===== src/verilog/arcs_pkg.sv =====
// package: constants and types for the axi read channel slave port
package arcs_pkg;
  localparam int          ID_WIDTH_DEFAULT   = 4;
  localparam int          ADDR_WIDTH_DEFAULT = 32;
  localparam int          DATA_WIDTH_DEFAULT = 32;
  localparam int          LEN_WIDTH          = 8;
  localparam int          SIZE_WIDTH         = 3;
  localparam int          BURST_WIDTH        = 2;
  localparam int          RESP_WIDTH         = 2;
  localparam int          CACHE_WIDTH        = 5;
  localparam int          PROT_WIDTH         = 3;
  localparam logic [1:0]  BURST_FIXED        = 2'h0;
  localparam logic [1:0]  BURST_INCR         = 2'h1;
  localparam logic [1:0]  BURST_WRAP         = 2'h2;
  localparam logic [1:0]  BURST_RSVD         = 2'h3;
  localparam logic [1:0]  RESP_OKAY          = 2'h0;
  localparam logic [1:0]  RESP_SLVERR        = 2'h2;
  localparam logic [7:0]  LEN_RESET          = 8'h00;
  typedef enum logic [1:0] {ARCS_IDLE = 2'h0, ARCS_FETCH = 2'h1, ARCS_BEAT = 2'h3} arcs_state_t;
endpackage : arcs_pkg


===== src/verilog/arcs_if.sv =====
// interface: axi4 read address and read data channels
`timescale 1ns/1ps
interface arcs_if #(
  parameter int ID_W   = arcs_pkg::ID_WIDTH_DEFAULT,
  parameter int ADDR_W = arcs_pkg::ADDR_WIDTH_DEFAULT,
  parameter int DATA_W = arcs_pkg::DATA_WIDTH_DEFAULT
);
  logic [ID_W-1:0]                  arid;
  logic [ADDR_W-1:0]                araddr;
  logic [arcs_pkg::LEN_WIDTH-1:0]   arlen;
  logic [arcs_pkg::SIZE_WIDTH-1:0]  arsize;
  logic [arcs_pkg::BURST_WIDTH-1:0] arburst;
  logic                             arlock;
  logic [arcs_pkg::CACHE_WIDTH-1:0] arcache;
  logic [arcs_pkg::PROT_WIDTH-1:0]  arprot;
  logic                             arvalid;
  logic                             arready;
  logic [ID_W-1:0]                  rid;
  logic [DATA_W-1:0]                rdata;
  logic [arcs_pkg::RESP_WIDTH-1:0]  rresp;
  logic                             rlast;
  logic                             rvalid;
  logic                             rready;
  modport slave (input arid, araddr, arlen, arsize, arburst, arlock, arcache, arprot, arvalid, rready,
                 output arready, rid, rdata, rresp, rlast, rvalid);
  modport master (output arid, araddr, arlen, arsize, arburst, arlock, arcache, arprot, arvalid, rready,
                  input arready, rid, rdata, rresp, rlast, rvalid);
endinterface : arcs_if


===== src/verilog/arcs_slave.sv =====
// module: read channel slave end, accepts bursts and returns beats from a back end
`timescale 1ns/1ps
module arcs_slave #(
  parameter int ID_W   = arcs_pkg::ID_WIDTH_DEFAULT,
  parameter int ADDR_W = arcs_pkg::ADDR_WIDTH_DEFAULT,
  parameter int DATA_W = arcs_pkg::DATA_WIDTH_DEFAULT
) (
  input  wire logic              CLK,
  input  wire logic              RESETN,
  arcs_if.slave                  AXI,
  output logic                   MEM_REQ,
  output logic [ADDR_W-1:0]      MEM_ADDR,
  output logic [2:0]             MEM_SIZE,
  input  wire logic              MEM_ACK,
  input  wire logic [DATA_W-1:0] MEM_DATA,
  input  wire logic              MEM_ERR
);
  // ----------------------------------------
  // parameter checks
  // ----------------------------------------
  // widths that the stepping and the size clamp cannot serve are refused at elaboration
  if (DATA_W < 8 || DATA_W > 1024 || (DATA_W & (DATA_W - 1)) != 0)
  begin : g_bad_data_w
    $error("arcs_slave: data width must be a power of two from 8 to 1024");
  end
  if (ID_W < 1)
  begin : g_bad_id_w
    $error("arcs_slave: id width must be at least 1");
  end
  if (ADDR_W < 12)
  begin : g_bad_addr_w
    $error("arcs_slave: address width must be at least 12");
  end

  localparam int SZ_MAX = $clog2(DATA_W / 8);

  arcs_pkg::arcs_state_t state;
  logic [ID_W-1:0]   cur_id;
  logic [ADDR_W-1:0] cur_addr;
  logic [7:0]        beats_left;
  logic [7:0]        cur_len;
  logic [2:0]        cur_size;
  logic [1:0]        cur_burst;
  logic [ADDR_W-1:0] next_addr;
  logic              accept;
  logic              beat_ready;
  logic              beat_taken;

  // ----------------------------------------
  // address stepping
  // ----------------------------------------
  // wrap mask covers len+1 beats of 2**size bytes; len must be 1,3,7,15 for a true wrap
  function automatic logic [ADDR_W-1:0] step(input logic [ADDR_W-1:0] a, input logic [2:0] sz,
                                             input logic [1:0] bt, input logic [7:0] ln);
    logic [ADDR_W-1:0] inc;
    logic [ADDR_W-1:0] msk;
    inc = ADDR_W'(1) << sz;
    msk = (ADDR_W'({4'h0, ln}) + ADDR_W'(1)) << sz;
    msk = msk - ADDR_W'(1);
    case (bt)
      arcs_pkg::BURST_FIXED: step = a;
      arcs_pkg::BURST_WRAP:  step = (a & ~msk) | ((a + inc) & msk);
      default:               step = (a & ~(inc - ADDR_W'(1))) + inc;
    endcase
  endfunction : step

  // reserved burst type is answered with an error instead of guessing
  function automatic logic [1:0] resp_code(input logic err, input logic [1:0] bt);
    if (err || bt == arcs_pkg::BURST_RSVD)
      resp_code = arcs_pkg::RESP_SLVERR;
    else
      resp_code = arcs_pkg::RESP_OKAY;
  endfunction : resp_code

  assign next_addr = step(cur_addr, cur_size, cur_burst, cur_len);

  // lock, cache and prot are never read: they cannot alter handling
  assign AXI.arready = RESETN && (state == arcs_pkg::ARCS_IDLE);
  assign MEM_REQ     = (state == arcs_pkg::ARCS_FETCH);
  assign MEM_ADDR    = cur_addr;
  assign MEM_SIZE    = cur_size;
  assign accept      = AXI.arvalid && AXI.arready;
  assign beat_ready  = (state == arcs_pkg::ARCS_FETCH) && MEM_ACK;
  assign beat_taken  = AXI.rvalid && AXI.rready;

  // ----------------------------------------
  // burst sequencer
  // ----------------------------------------
  always_ff @(posedge CLK)
  begin
    if (!RESETN)
      state <= arcs_pkg::ARCS_IDLE;
    else
      case (state)
        arcs_pkg::ARCS_IDLE:
          if (AXI.arvalid)
            state <= arcs_pkg::ARCS_FETCH;
        arcs_pkg::ARCS_FETCH:
          if (MEM_ACK)
            state <= arcs_pkg::ARCS_BEAT;
        arcs_pkg::ARCS_BEAT:
          if (AXI.rready)
            state <= AXI.rlast ? arcs_pkg::ARCS_IDLE : arcs_pkg::ARCS_FETCH;
        default:
          state <= arcs_pkg::ARCS_IDLE;
      endcase
  end

  // ----------------------------------------
  // captured request
  // ----------------------------------------
  always_ff @(posedge CLK)
  begin
    if (!RESETN)
    begin
      cur_id    <= '0;
      cur_len   <= arcs_pkg::LEN_RESET;
      cur_size  <= 3'h0;
      cur_burst <= arcs_pkg::BURST_INCR;
    end
    else if (accept)
    begin
      cur_id    <= AXI.arid;
      cur_len   <= AXI.arlen;
      // narrower beats only; oversize requests are clamped to the bus width
      cur_size  <= (int'(AXI.arsize) > SZ_MAX) ? 3'(SZ_MAX) : AXI.arsize;
      cur_burst <= AXI.arburst;
    end
  end

  // ----------------------------------------
  // beat address
  // ----------------------------------------
  always_ff @(posedge CLK)
  begin
    if (!RESETN)
      cur_addr <= '0;
    else if (accept)
      cur_addr <= AXI.araddr;
    else if (beat_taken && !AXI.rlast)
      cur_addr <= next_addr;
  end

  // ----------------------------------------
  // beats still to come after the one in flight
  // ----------------------------------------
  always_ff @(posedge CLK)
  begin
    if (!RESETN)
      beats_left <= arcs_pkg::LEN_RESET;
    else if (accept)
      beats_left <= AXI.arlen;
    else if (beat_taken && !AXI.rlast)
      beats_left <= beats_left - 8'h01;
  end

  // ----------------------------------------
  // read data channel
  // ----------------------------------------
  always_ff @(posedge CLK)
  begin
    if (!RESETN)
      AXI.rvalid <= 1'b0;
    else if (beat_ready)
      AXI.rvalid <= 1'b1;
    else if (beat_taken)
      AXI.rvalid <= 1'b0;
  end

  // payload loads only with a fresh beat, so it stands while the master stalls
  always_ff @(posedge CLK)
  begin
    if (!RESETN)
    begin
      AXI.rdata <= '0;
      AXI.rid   <= '0;
      AXI.rresp <= arcs_pkg::RESP_OKAY;
    end
    else if (beat_ready)
    begin
      AXI.rdata <= MEM_DATA;
      AXI.rid   <= cur_id;
      AXI.rresp <= resp_code(MEM_ERR, cur_burst);
    end
  end

  always_ff @(posedge CLK)
  begin
    if (!RESETN)
      AXI.rlast <= 1'b0;
    else if (beat_ready)
      AXI.rlast <= (beats_left == 8'h00);
    else if (beat_taken)
      AXI.rlast <= 1'b0;
  end
endmodule : arcs_slave


===== src/flat_wrapper.sv =====
// flat-port wrapper written by rule: the top's interface ports become plain ports
module arcs_slave_flat 
#(
  parameter int ID_W   = arcs_pkg::ID_WIDTH_DEFAULT,
  parameter int ADDR_W = arcs_pkg::ADDR_WIDTH_DEFAULT,
  parameter int DATA_W = arcs_pkg::DATA_WIDTH_DEFAULT
)
  (CLK, RESETN, MEM_REQ, MEM_ADDR, MEM_SIZE, MEM_ACK, MEM_DATA, MEM_ERR, AXI_arid, AXI_araddr, AXI_arlen, AXI_arsize, AXI_arburst, AXI_arlock, AXI_arcache, AXI_arprot, AXI_arvalid, AXI_rready, AXI_arready, AXI_rid, AXI_rdata, AXI_rresp, AXI_rlast, AXI_rvalid);
  arcs_if #(.ID_W(ID_W), .ADDR_W(ADDR_W), .DATA_W(DATA_W)) AXI_i ();
  input  wire logic CLK;
  input  wire logic RESETN;
  output logic MEM_REQ;
  output logic [ADDR_W-1:0] MEM_ADDR;
  output logic [2:0] MEM_SIZE;
  input  wire logic MEM_ACK;
  input  wire logic [DATA_W-1:0] MEM_DATA;
  input  wire logic MEM_ERR;
  input wire logic [$bits(AXI_i.arid)-1:0] AXI_arid;
  input wire logic [$bits(AXI_i.araddr)-1:0] AXI_araddr;
  input wire logic [$bits(AXI_i.arlen)-1:0] AXI_arlen;
  input wire logic [$bits(AXI_i.arsize)-1:0] AXI_arsize;
  input wire logic [$bits(AXI_i.arburst)-1:0] AXI_arburst;
  input wire logic [$bits(AXI_i.arlock)-1:0] AXI_arlock;
  input wire logic [$bits(AXI_i.arcache)-1:0] AXI_arcache;
  input wire logic [$bits(AXI_i.arprot)-1:0] AXI_arprot;
  input wire logic [$bits(AXI_i.arvalid)-1:0] AXI_arvalid;
  input wire logic [$bits(AXI_i.rready)-1:0] AXI_rready;
  output wire logic [$bits(AXI_i.arready)-1:0] AXI_arready;
  output wire logic [$bits(AXI_i.rid)-1:0] AXI_rid;
  output wire logic [$bits(AXI_i.rdata)-1:0] AXI_rdata;
  output wire logic [$bits(AXI_i.rresp)-1:0] AXI_rresp;
  output wire logic [$bits(AXI_i.rlast)-1:0] AXI_rlast;
  output wire logic [$bits(AXI_i.rvalid)-1:0] AXI_rvalid;
  assign AXI_i.arid = AXI_arid;
  assign AXI_i.araddr = AXI_araddr;
  assign AXI_i.arlen = AXI_arlen;
  assign AXI_i.arsize = AXI_arsize;
  assign AXI_i.arburst = AXI_arburst;
  assign AXI_i.arlock = AXI_arlock;
  assign AXI_i.arcache = AXI_arcache;
  assign AXI_i.arprot = AXI_arprot;
  assign AXI_i.arvalid = AXI_arvalid;
  assign AXI_i.rready = AXI_rready;
  assign AXI_arready = AXI_i.arready;
  assign AXI_rid = AXI_i.rid;
  assign AXI_rdata = AXI_i.rdata;
  assign AXI_rresp = AXI_i.rresp;
  assign AXI_rlast = AXI_i.rlast;
  assign AXI_rvalid = AXI_i.rvalid;
  arcs_slave #(.ID_W(ID_W), .ADDR_W(ADDR_W), .DATA_W(DATA_W)) u_core (.CLK(CLK), .RESETN(RESETN), .AXI(AXI_i), .MEM_REQ(MEM_REQ), .MEM_ADDR(MEM_ADDR), .MEM_SIZE(MEM_SIZE), .MEM_ACK(MEM_ACK), .MEM_DATA(MEM_DATA), .MEM_ERR(MEM_ERR));
endmodule

===== config.mk =====
export PLATFORM = sky130hd
export DESIGN_NAME = arcs_slave_flat
export DESIGN_NICKNAME = d
export VERILOG_FILES = /design/src/verilog/arcs_pkg.sv /design/src/verilog/arcs_if.sv /design/src/verilog/arcs_slave.sv /design/src/flat_wrapper.sv
export SDC_FILE = /design/constraint.sdc
export NUM_CORES = 1
export LEC_CHECK = 0
export ABC_AREA = 0
export BUFFER_PORTS_ARGS = -buffer_cell sky130_fd_sc_hd__buf_2
export CORE_MARGIN = 2
export CORE_UTILIZATION = 56
export CTS_CLUSTER_SIZE = 25
export DETAILED_ROUTE_END_ITERATION = 8
export PLACE_DENSITY = 0.93
export SETUP_SLACK_MARGIN = 0.4
export SLEW_MARGIN = 20
export SYNTH_ARGS = -nofsm -noshare
export SYNTH_HDL_FRONTEND = slang
export SYNTH_SLANG_ARGS = --single-unit

===== constraint.sdc =====
create_clock -name CLK -period 4.7 [get_ports CLK]
set_clock_uncertainty 0.1 [all_clocks]
set_input_delay 0.235 -clock CLK [delete_from_list [all_inputs] [get_ports CLK]]
set_output_delay 0.235 -clock CLK [all_outputs]
set_load 0.05 [all_outputs]

### Yosys cells after proc, flatten, opt, wreduce, memory -nomap -nowiden

Index checks and enable logic that the tools add are counted.

| word-level totals | value |
|---|---|
| register bits | 99 |

| operators by class | value |
|---|---|
| add/subtract/negate cells | 6 |
| $lt $le $gt $ge | 1 |
| eq/ne operators | 8 |
| shifts and indexed selects | 2 |
| mux-type cells | 15 |
| bitwise logic cells | 6 |
| reductions and logical operators | 14 |

Operator list:

| kind | number |
|---|---|
| AND 32 bit | 3 |
| adder 32 bit | 2 |
| 2-to-1 mux 32 bit | 2 |
| NOT 32 bit | 2 |
| case mux 32 bit (2 select lines) | 1 |
| subtractor 32 x 1 -> 32 bit (second input constant) | 2 |
| OR 32 bit | 1 |
| << shifter 1 x 3 -> 32 bit (first input constant) | 1 |
| << shifter 32 x 3 -> 32 bit | 1 |
| 2-to-1 mux 8 bit | 2 |
| adder 8 x 1 -> 9 bit (second input constant) | 1 |
| zero test 8 bit | 1 |
| 2-to-1 mux 2 bit | 4 |
| subtractor 8 x 1 -> 8 bit (second input constant) | 1 |
| equality test 2 bit (second input constant) | 3 |
| case mux 2 bit (3 select lines) | 1 |
| logical AND 1 bit | 5 |
| zero test 2 bit | 2 |
| 2-to-1 mux 1 bit | 4 |
| inequality test 2 x 1 -> 1 bit (second input constant) | 2 |
| inequality test 2 bit (second input constant) | 2 |
| nonzero test 2 bit | 2 |
| > comparator 3 x 2 -> 1 bit (second input constant) | 1 |
| 2-to-1 mux 3 bit | 1 |
| 5 further kinds | 5 |

### Depth between registers and ports, before layout

Gate-level depths: netlist of the first run.

| logic depth | value |
|---|---|
| word-level depth | 9 |
| mapped depth | 18 |
| depth with buffers taken out | 15 |

### Worst setup path after synthesis of the first run

No wires, ideal clock.

| path | value |
|---|---|
| path kind | reg2reg |
| start point | reg u_core.cur_size[1], in the netlist u_core.MEM_SIZE[1] |
| end point | reg with a tool-made name |
| setup time | 0.115 ns |
| data arrival time | 3.894 ns |
| data required time | 4.485 ns |
| setup slack | 0.591 ns |
| cell stages (with the launch flop) | 16 |
| period minus slack after synthesis | 4.109 ns |
| cells stage by stage | dfxtp_1 -> clkbuf_1 -> inv_1 -> clkbuf_1 -> nor3_1 -> inv_1 -> ha_1 -> and2_1 -> ha_1 -> nand3_1 -> a2111oi_2 -> o211ai_1 -> xnor2_1 -> a221oi_1 -> o22ai_1 -> and2_1 |

RTL lines:

| what | line | RTL |
|---|---|---|
| start, declared | arcs_slave.sv:42 | `logic [2:0] cur_size;` |
| start signal, assigned | arcs_slave.sv:126 | `cur_size <= (int'(AXI.arsize) > SZ_MAX) ? 3'(SZ_MAX) : AXI.arsize;` |

==> results of run 1 <==
synth_stat cells (all sizes together), types with 18 or more instances:
master / n
o211ai: 19
a21oi: 101
nor2: 68
ha: 18
nand3: 31
inv: 26
xor2: 23
clkbuf: 52
nand2: 188
xnor2: 33
o21ai: 53
dfxtp: 98
nor3: 33
buf: 19
critical path, cell delays in order, from the launching register on:
cell	delay (ns)
dfxtp_1	0.40
buf_4	0.24
inv_2	0.13
nor3_1	0.56
ha_1	0.26
o21ai_0	0.09
o21bai_1	0.20
a211oi_1	0.14
o31ai_1	0.56
buf_4	0.25
and2_1	0.20
nand2_1	0.07
o31ai_1	0.45
a41oi_1	0.18
o22ai_1	0.19
kinds of logic after synthesis:
group	synth area share
xor gates and xnor gates	0.06477
adders and majority gates	0.03239
AOI/OAI and AO/OA	0.2726
other	0.0004952
and+or+nand+nor	0.2857
muxes	0.02908
DFF	0.2591
buffers and inverters	0.05585
per-layer routing:
metal  GRT usage  vias up  wire length, um
met5           0        -                0
met4      0.1570        0             1048
met3     0.08396      122             2673
met2      0.5426      538            11220
met1      0.4276     3981             9701
li1            -     4047                -
per-stage QoR:
step	instances	cell area [um2]	power (uW)	setup WS (ns)	util
floorplan	1037	7572	1320	0.5912	-
global placement	1334	8518	1460	0.7779	0.6432
detailed placement	1334	8518	1471	0.7109	0.6432
CTS	1354	8867	2227	0.7234	0.6696
global route	1354	8882	2326	0.4404	0.6707
finish	1354	8882	2243	0.5932	0.6707
placed cells by master (no fill, tap or decap), types with 8 or more instances in the layout:
cell type / n
inv_1: 24
nor3_1: 31
buf_4: 30
and3_1: 10
nand2_1: 187
nor4_1: 11
a21oi_1: 101
a211oi_1: 12
mux2i_1: 16
nand4_1: 11
xnor2_1: 33
xor2_1: 23
o31ai_1: 10
o22ai_1: 8
a31oi_1: 11
o21ai_0: 46
nand3_1: 29
buf_2: 162
ha_1: 18
nor2_1: 66
clkbuf_16: 9
dfxtp_1: 98
nor2b_1: 11
and4_1: 9
nand2b_1: 16
a32o_1: 9
and2_1: 10
o211ai_1: 19
area by class of cell:
type / instances / area, um2
fillers: 1108 / 4360
clock inverters: 7 / 83.83
multi-input cells: 841 / 5214
clock buffers: 9 / 225.2
inverters: 27 / 101.3
repair buffers: 196 / 1076
flip-flops and latches: 98 / 1962
well taps: 176 / 220.2
final timing paths:
check / to / from
worst max-delay path: register / u_core.MEM_SIZE[0]
worst max register to register: register / u_core.MEM_SIZE[0]
worst min-delay path: u_core.AXI.rdata[25] / MEM_DATA[25]
worst min register to register: u_core.AXI.rdata[0] / u_core.AXI.rdata[0]
power groups by stage:
stage                     Combinational, uW  Sequential, uW  Clock [uW]
after floorplan                         309            1010           0
after detailed placement                537             934           0
after global placement                  528             932           0
after CTS                               544             915         768
after global routing                    597             923         807
final                                   555             917         770
timing repair:
action                                  CTS  global route
gates resized for setup                   0             4
endpoints found under the setup margin    0             5
hold buffers                              4             0
hold endpoints to repair                  4             0
==> results.md, run 1 <==
* Status: finished, violations left
* Failing checks: negative hold slack
* Combinational share of power at 0.248
* Initial DRC Count at 1162
* Internal power at 1438 uW
* Arr. time, crit path at 4.29 ns
* Max_slew headroom at 0.3006
* Routed via count at 8688
* Sw frac at 0.3589
* Fraction of registers with async set/reset at 0
* Worst path required time at 4.88 ns
* Yosys cell types at 92
* Final Hold Violating Endpoints at 4
* GRT overflow at 0
* Unrepaired setup endpoints after global routing: false
* Worst r2r path cells at 14
* Synthesized area per cell at 7.302 um2
* Total die area at 0.01447 mm2
* Top cell type's share of synthesized area at 0.2591
* Htree depth at 3
* Placer Congestion at 0.9986
* Hold WC Path Type: in2reg
* CTS max path bufs at 2
* Clock tree root buffer cell: clkbuf_16
* Vias in the first global route at 8224
* Initial antenna violation count at 0
* Drt wl/cell at 18.20 um
* Final Critical Period at 4.107 ns
* Register bit total from synthesis at 98
* Final period util at 0.8738
* First-pass GRT wire length at 40.03 mm
* First-pass detailed-route iteration total at 9
* Worst hold slack at -0.002706 ns
* Final ANT Viol Nets at 0
* CP Class: reg2reg
* CORE AREA at 0.01324 mm2
* Total CTS buffers at 9
* Power Dens Cells at 252.5 mW/mm2
* Reg2Reg Setup Slack at 0.59 ns
* Detailed Place HPWL at 17.52 mm
* Setup Buffers After CTS at 0
* Part of the power in registers at 0.409
* Clk_lat worst skew at 0.37 ns
* Post-synth top area cell: dfxtp_1
* CTS tree: yes
* Worst-Margin Slew at 1.038 ns
* Lkg Pwr at 0.003436 uW
* Clock Sinks at 98
* Final Setup Violations at 0
* Crit path launch type: register
* Die Y at 120.3 um
* Synth Instances at 1037
* Final WL at 24.64 mm
* Synth area leaders: dfxtp_1 (26%), nand2_1 (9.3%), a21oi_1 (6.7%)
* Post-synth EDFFs at 0
* Hold Path Stages at 3
* Fin Setup TNS at 0 ns
* Cell area after synthesis at 0.007572 mm2
* Layout cells sized above 1 at 0.2071
* I/O Pins at 173
* Clk pin slew, worst setup/hold paths at 0.08 ns
* Net Count, Synth at 1152
* Crit-path max FO at 16
* Clock share of power at 0.343
* I/O Buffers at 162
* Switch Pwr at 804.9 uW
* Post-synthesis sequential area ratio at 0.2591
* Ant diodes at 0
* Drt via density at 6.417
* Area Overhead vs Synth at 17.30%
* Drt drc at 0
* Placement Rows at 42
* Pin count of the biggest net entering global routing at 74
* Total GRT Usage at 0.3382
* Peak supply drop at 0.2651 mV
* Starting Density at 0.5718
* Final slew viol count at 0
* CP Capture Type: register
* Max cap viols at 0
* Ys flop type: dfxtp_1
* Die extent in x at 120.3 um
* Synthesis warning total at 0
* Achievable frequency at 243.5 MHz
* Nets at 1288
Note: power is estimated with default switching activity, not from simulation.
==> inputs of run 2 (changes only) <==
Settings changed: CORE_ASPECT_RATIO set to 1.75, CORE_UTILIZATION 56 to 60, PLACE_DENSITY 0.93 to 0.95.
Clock period 4.7 ns to 5.25 ns, I/O delays scaled along.
==> run 2 against run 1 <==
Compared with the run above: the flow now finishes without violations; cell count is 1.4% lower; global-route usage is 3.1 points higher; first-iteration DRC count is 11% lower; total power is 11% lower; final area is 1.6% lower; combinational power is 11% lower; worst hold slack better by 0.0040 ns; sequential power is 10% lower; worst setup slack better by 0.12 ns; via count is 0.79% higher.
==> results.md, run 2 (same netlist as run 1, synthesis figures left out) <==
* Ant diodes at 0 (unchanged)
* Critical path's slowest cell: dfxtp_1
* Critical Path Max Stage Delay at 0.79 ns (+0.23 ns)
* Vias in the first global route at 8387 (+2.0%)
* Final Setup Violations at 0 (unchanged)
* Sw frac at 0.3518 (-0.007078)
* Hold Path Stages at 3 (unchanged)
* Most common cell after layout, fill and taps aside: nand2_1
* Crit path launch type: register
* Worst path bufs/invs at 0 (-3)
* Total GRT Usage at 0.3690 (+0.03074)
* Final Critical Period at 4.539 ns (+0.4322 ns)
* Worst path required time at 5.43 ns (+0.55 ns)
* Status: finished, final reports clean
* I/O Pins at 173 (unchanged)
* Post-route cell area at 0.008742 mm2 (-1.6%)
* Worst path cell trace: nor2b_1, nand2_1, ha_1, nand2b_1, o31ai_1, a311oi_1, o311ai_2, o21ai_1, a2111oi_0, nor2_1, o311a_1, o22ai_1
* Switch Pwr at 699.3 uW (-13%)
* Hold Buf Count CTS at 0 (-4)
* Power Dens Cells at 227.3 mW/mm2 (-10%)
* CTS tree: yes
* Nets at 1277 (-0.85%)
* Worst-Margin Slew at 0.9259 ns (-0.1122 ns)
* Final setup margin at 0.7110 ns (+0.1178 ns)
* Hold WC Path Type: in2reg
* Crit-path leading delay family: compound AO/OA/AOI/OAI gates
* Fin Setup TNS at 0 ns (unchanged)
* Internal power at 1288 uW (-10%)
* Htree depth at 3 (unchanged)
* CP Capture Type: register
* Final slew viol count at 0 (unchanged)
* GRT overflow at 0 (unchanged)
* Combinational share of power at 0.249 (about the same)
* Pre-CTS WS at 0.9027 ns (+0.1918 ns)
* Drt via density at 6.560 (+2.2%)
* Reg2Reg Setup Slack at 0.71 ns (+0.12 ns)
* Final Hold Violating Endpoints at 0 (-4)
* CORE AREA at 0.01236 mm2 (-6.6%)
* Placement Rows at 54 (+29%)
* Pin count of the biggest net entering global routing at 74 (unchanged)
* Initial DRC Count at 1039 (-11%)
* Setup Buffers After CTS at 0 (unchanged)
* Drt wl/cell at 18.69 um (+2.7%)
* Max_slew headroom at 0.3762 (+0.07561)
* Max cap viols at 0 (unchanged)
* Total CTS buffers at 9 (unchanged)
* Clock tree root buffer cell: clkbuf_16
* R2r startpoint: u_core.MEM_SIZE[0]
* First-pass GRT wire length at 40.23 mm (+0.50%)
* Commonest cells after routing, fill and taps aside: nand2_1 (187), buf_2 (162), a21oi_1 (101)
* Die Y at 152.6 um (+27%)
* Post-CTS Resized at 0 (unchanged)
* Total die area at 0.01357 mm2 (-6.2%)
* Arr. time, crit path at 4.72 ns (+0.43 ns)
* Part of the power in registers at 0.413 (+0.004)
* Post-DP Area at 0.008448 mm2 (-0.82%)
* Clock share of power at 0.338 (-0.005)
* Clk pin slew, worst setup/hold paths at 0.08 ns (about the same)
* Area Overhead vs Synth at 15.45%
* Final WL at 24.95 mm (+1.2%)
* Layout cells sized above 1 at 0.1988 (-0.008330)
* Crit-path max FO at 23 (+7)
* Initial antenna violation count at 0 (unchanged)
* Placer Congestion at 1.005 (+0.66%)
* Drt drc at 0 (unchanged)
* Lkg Pwr at 0.003370 uW (-1.9%)
* Achievable frequency at 220.3 MHz (-9.5%)
* Peak supply drop at 0.1823 mV (-31%)
* Unrepaired setup endpoints after global routing: false
* Final period util at 0.8646 (-0.009217)
* I/O Buffers at 162 (unchanged)
* Routed via count at 8757 (+0.79%)
* Setup crit start: u_core.MEM_SIZE[0]
* Clock Sinks at 98 (unchanged)
* Detailed Place HPWL at 17.75 mm (+1.4%)
* Final ANT Viol Nets at 0 (unchanged)
* CTS max path bufs at 2 (unchanged)
* CP Class: reg2reg
* First-pass detailed-route iteration total at 6 (-3)
* Worst Hold Endpoint: u_core.cur_id[1]
* Clk_lat worst skew at 0.35 ns (-0.02 ns)
* Die extent in x at 88.92 um (-26%)
* Starting Density at 0.6124 (+0.04062)
* Worst r2r path cells at 12 (-2)
* PnR Total Power at 1987 uW (-11%)
* Worst Hold Launch: AXI_arid[1]
## run 2: changes by cell type in the layout (fill, tap and decap cells not counted), moves of 2 or more
| cell | delta |
|---|---|
| dlygate4sd3_1 | -4 |
| clkinv_4 | +2 |
| clkinv_8 | -3 |
| buf_4 | -7 |
## run 2: how the worst max path moves through the flow
stage | to | depth (start not counted)
floorplan | register | 15
global placement | register | 12
detailed placement | register | 12
CTS | register | 12
global route | register | 12
finish | register | 12
## run 2: layout make-up
cell class              instances  area (um2)
multi-input cells             841        5191
fillers                       999        3622
flip-flops and latches         98        1962
repair buffers                185       983.4
clock buffers                  10       239.0
well taps                     168       210.2
inverters                      27       101.3
clock inverters                 6       55.05
## run 2: power groups by stage
stage | sequential, uW | combinational, uW | clock, uW
CTS | 818 | 487 | 671
finish | 821 | 495 | 672
global route | 825 | 533 | 706
floorplan | 905 | 277 | 0
detailed placement | 835 | 483 | 0
global placement | 834 | 472 | 0
## run 2: routing by layer
metal / up-vias / share of wire / track usage
met5: - / 0 / 0
met4: 0 / 0.068 / 0.2302
met2: 575 / 0.50 / 0.6116
met3: 175 / 0.086 / 0.06934
li1: 4013 / - / -
met1: 3994 / 0.35 / 0.4219
## run 2: through the flow
step	hold slack, ns	std cells	utilization
finish	0.001263	1335	0.7070
global route	0.02371	1335	0.7070
CTS	0.006044	1335	0.7070
detailed placement	0.3437	1319	0.6833
global placement	0.3383	1319	0.6833
floorplan	0.2711	1037	-
## run 2: worst reg2reg max path: stages, from the launching register on
cell	delay, ns
dfxtp_1	0.79
nor2b_1	0.49
nand2_1	0.22
ha_1	0.39
nand2b_1	0.20
o31ai_1	0.14
a311oi_1	0.23
o311ai_2	0.62
o21ai_1	0.39
a2111oi_0	0.55
nor2_1	0.11
o311a_1	0.14
o22ai_1	0.11
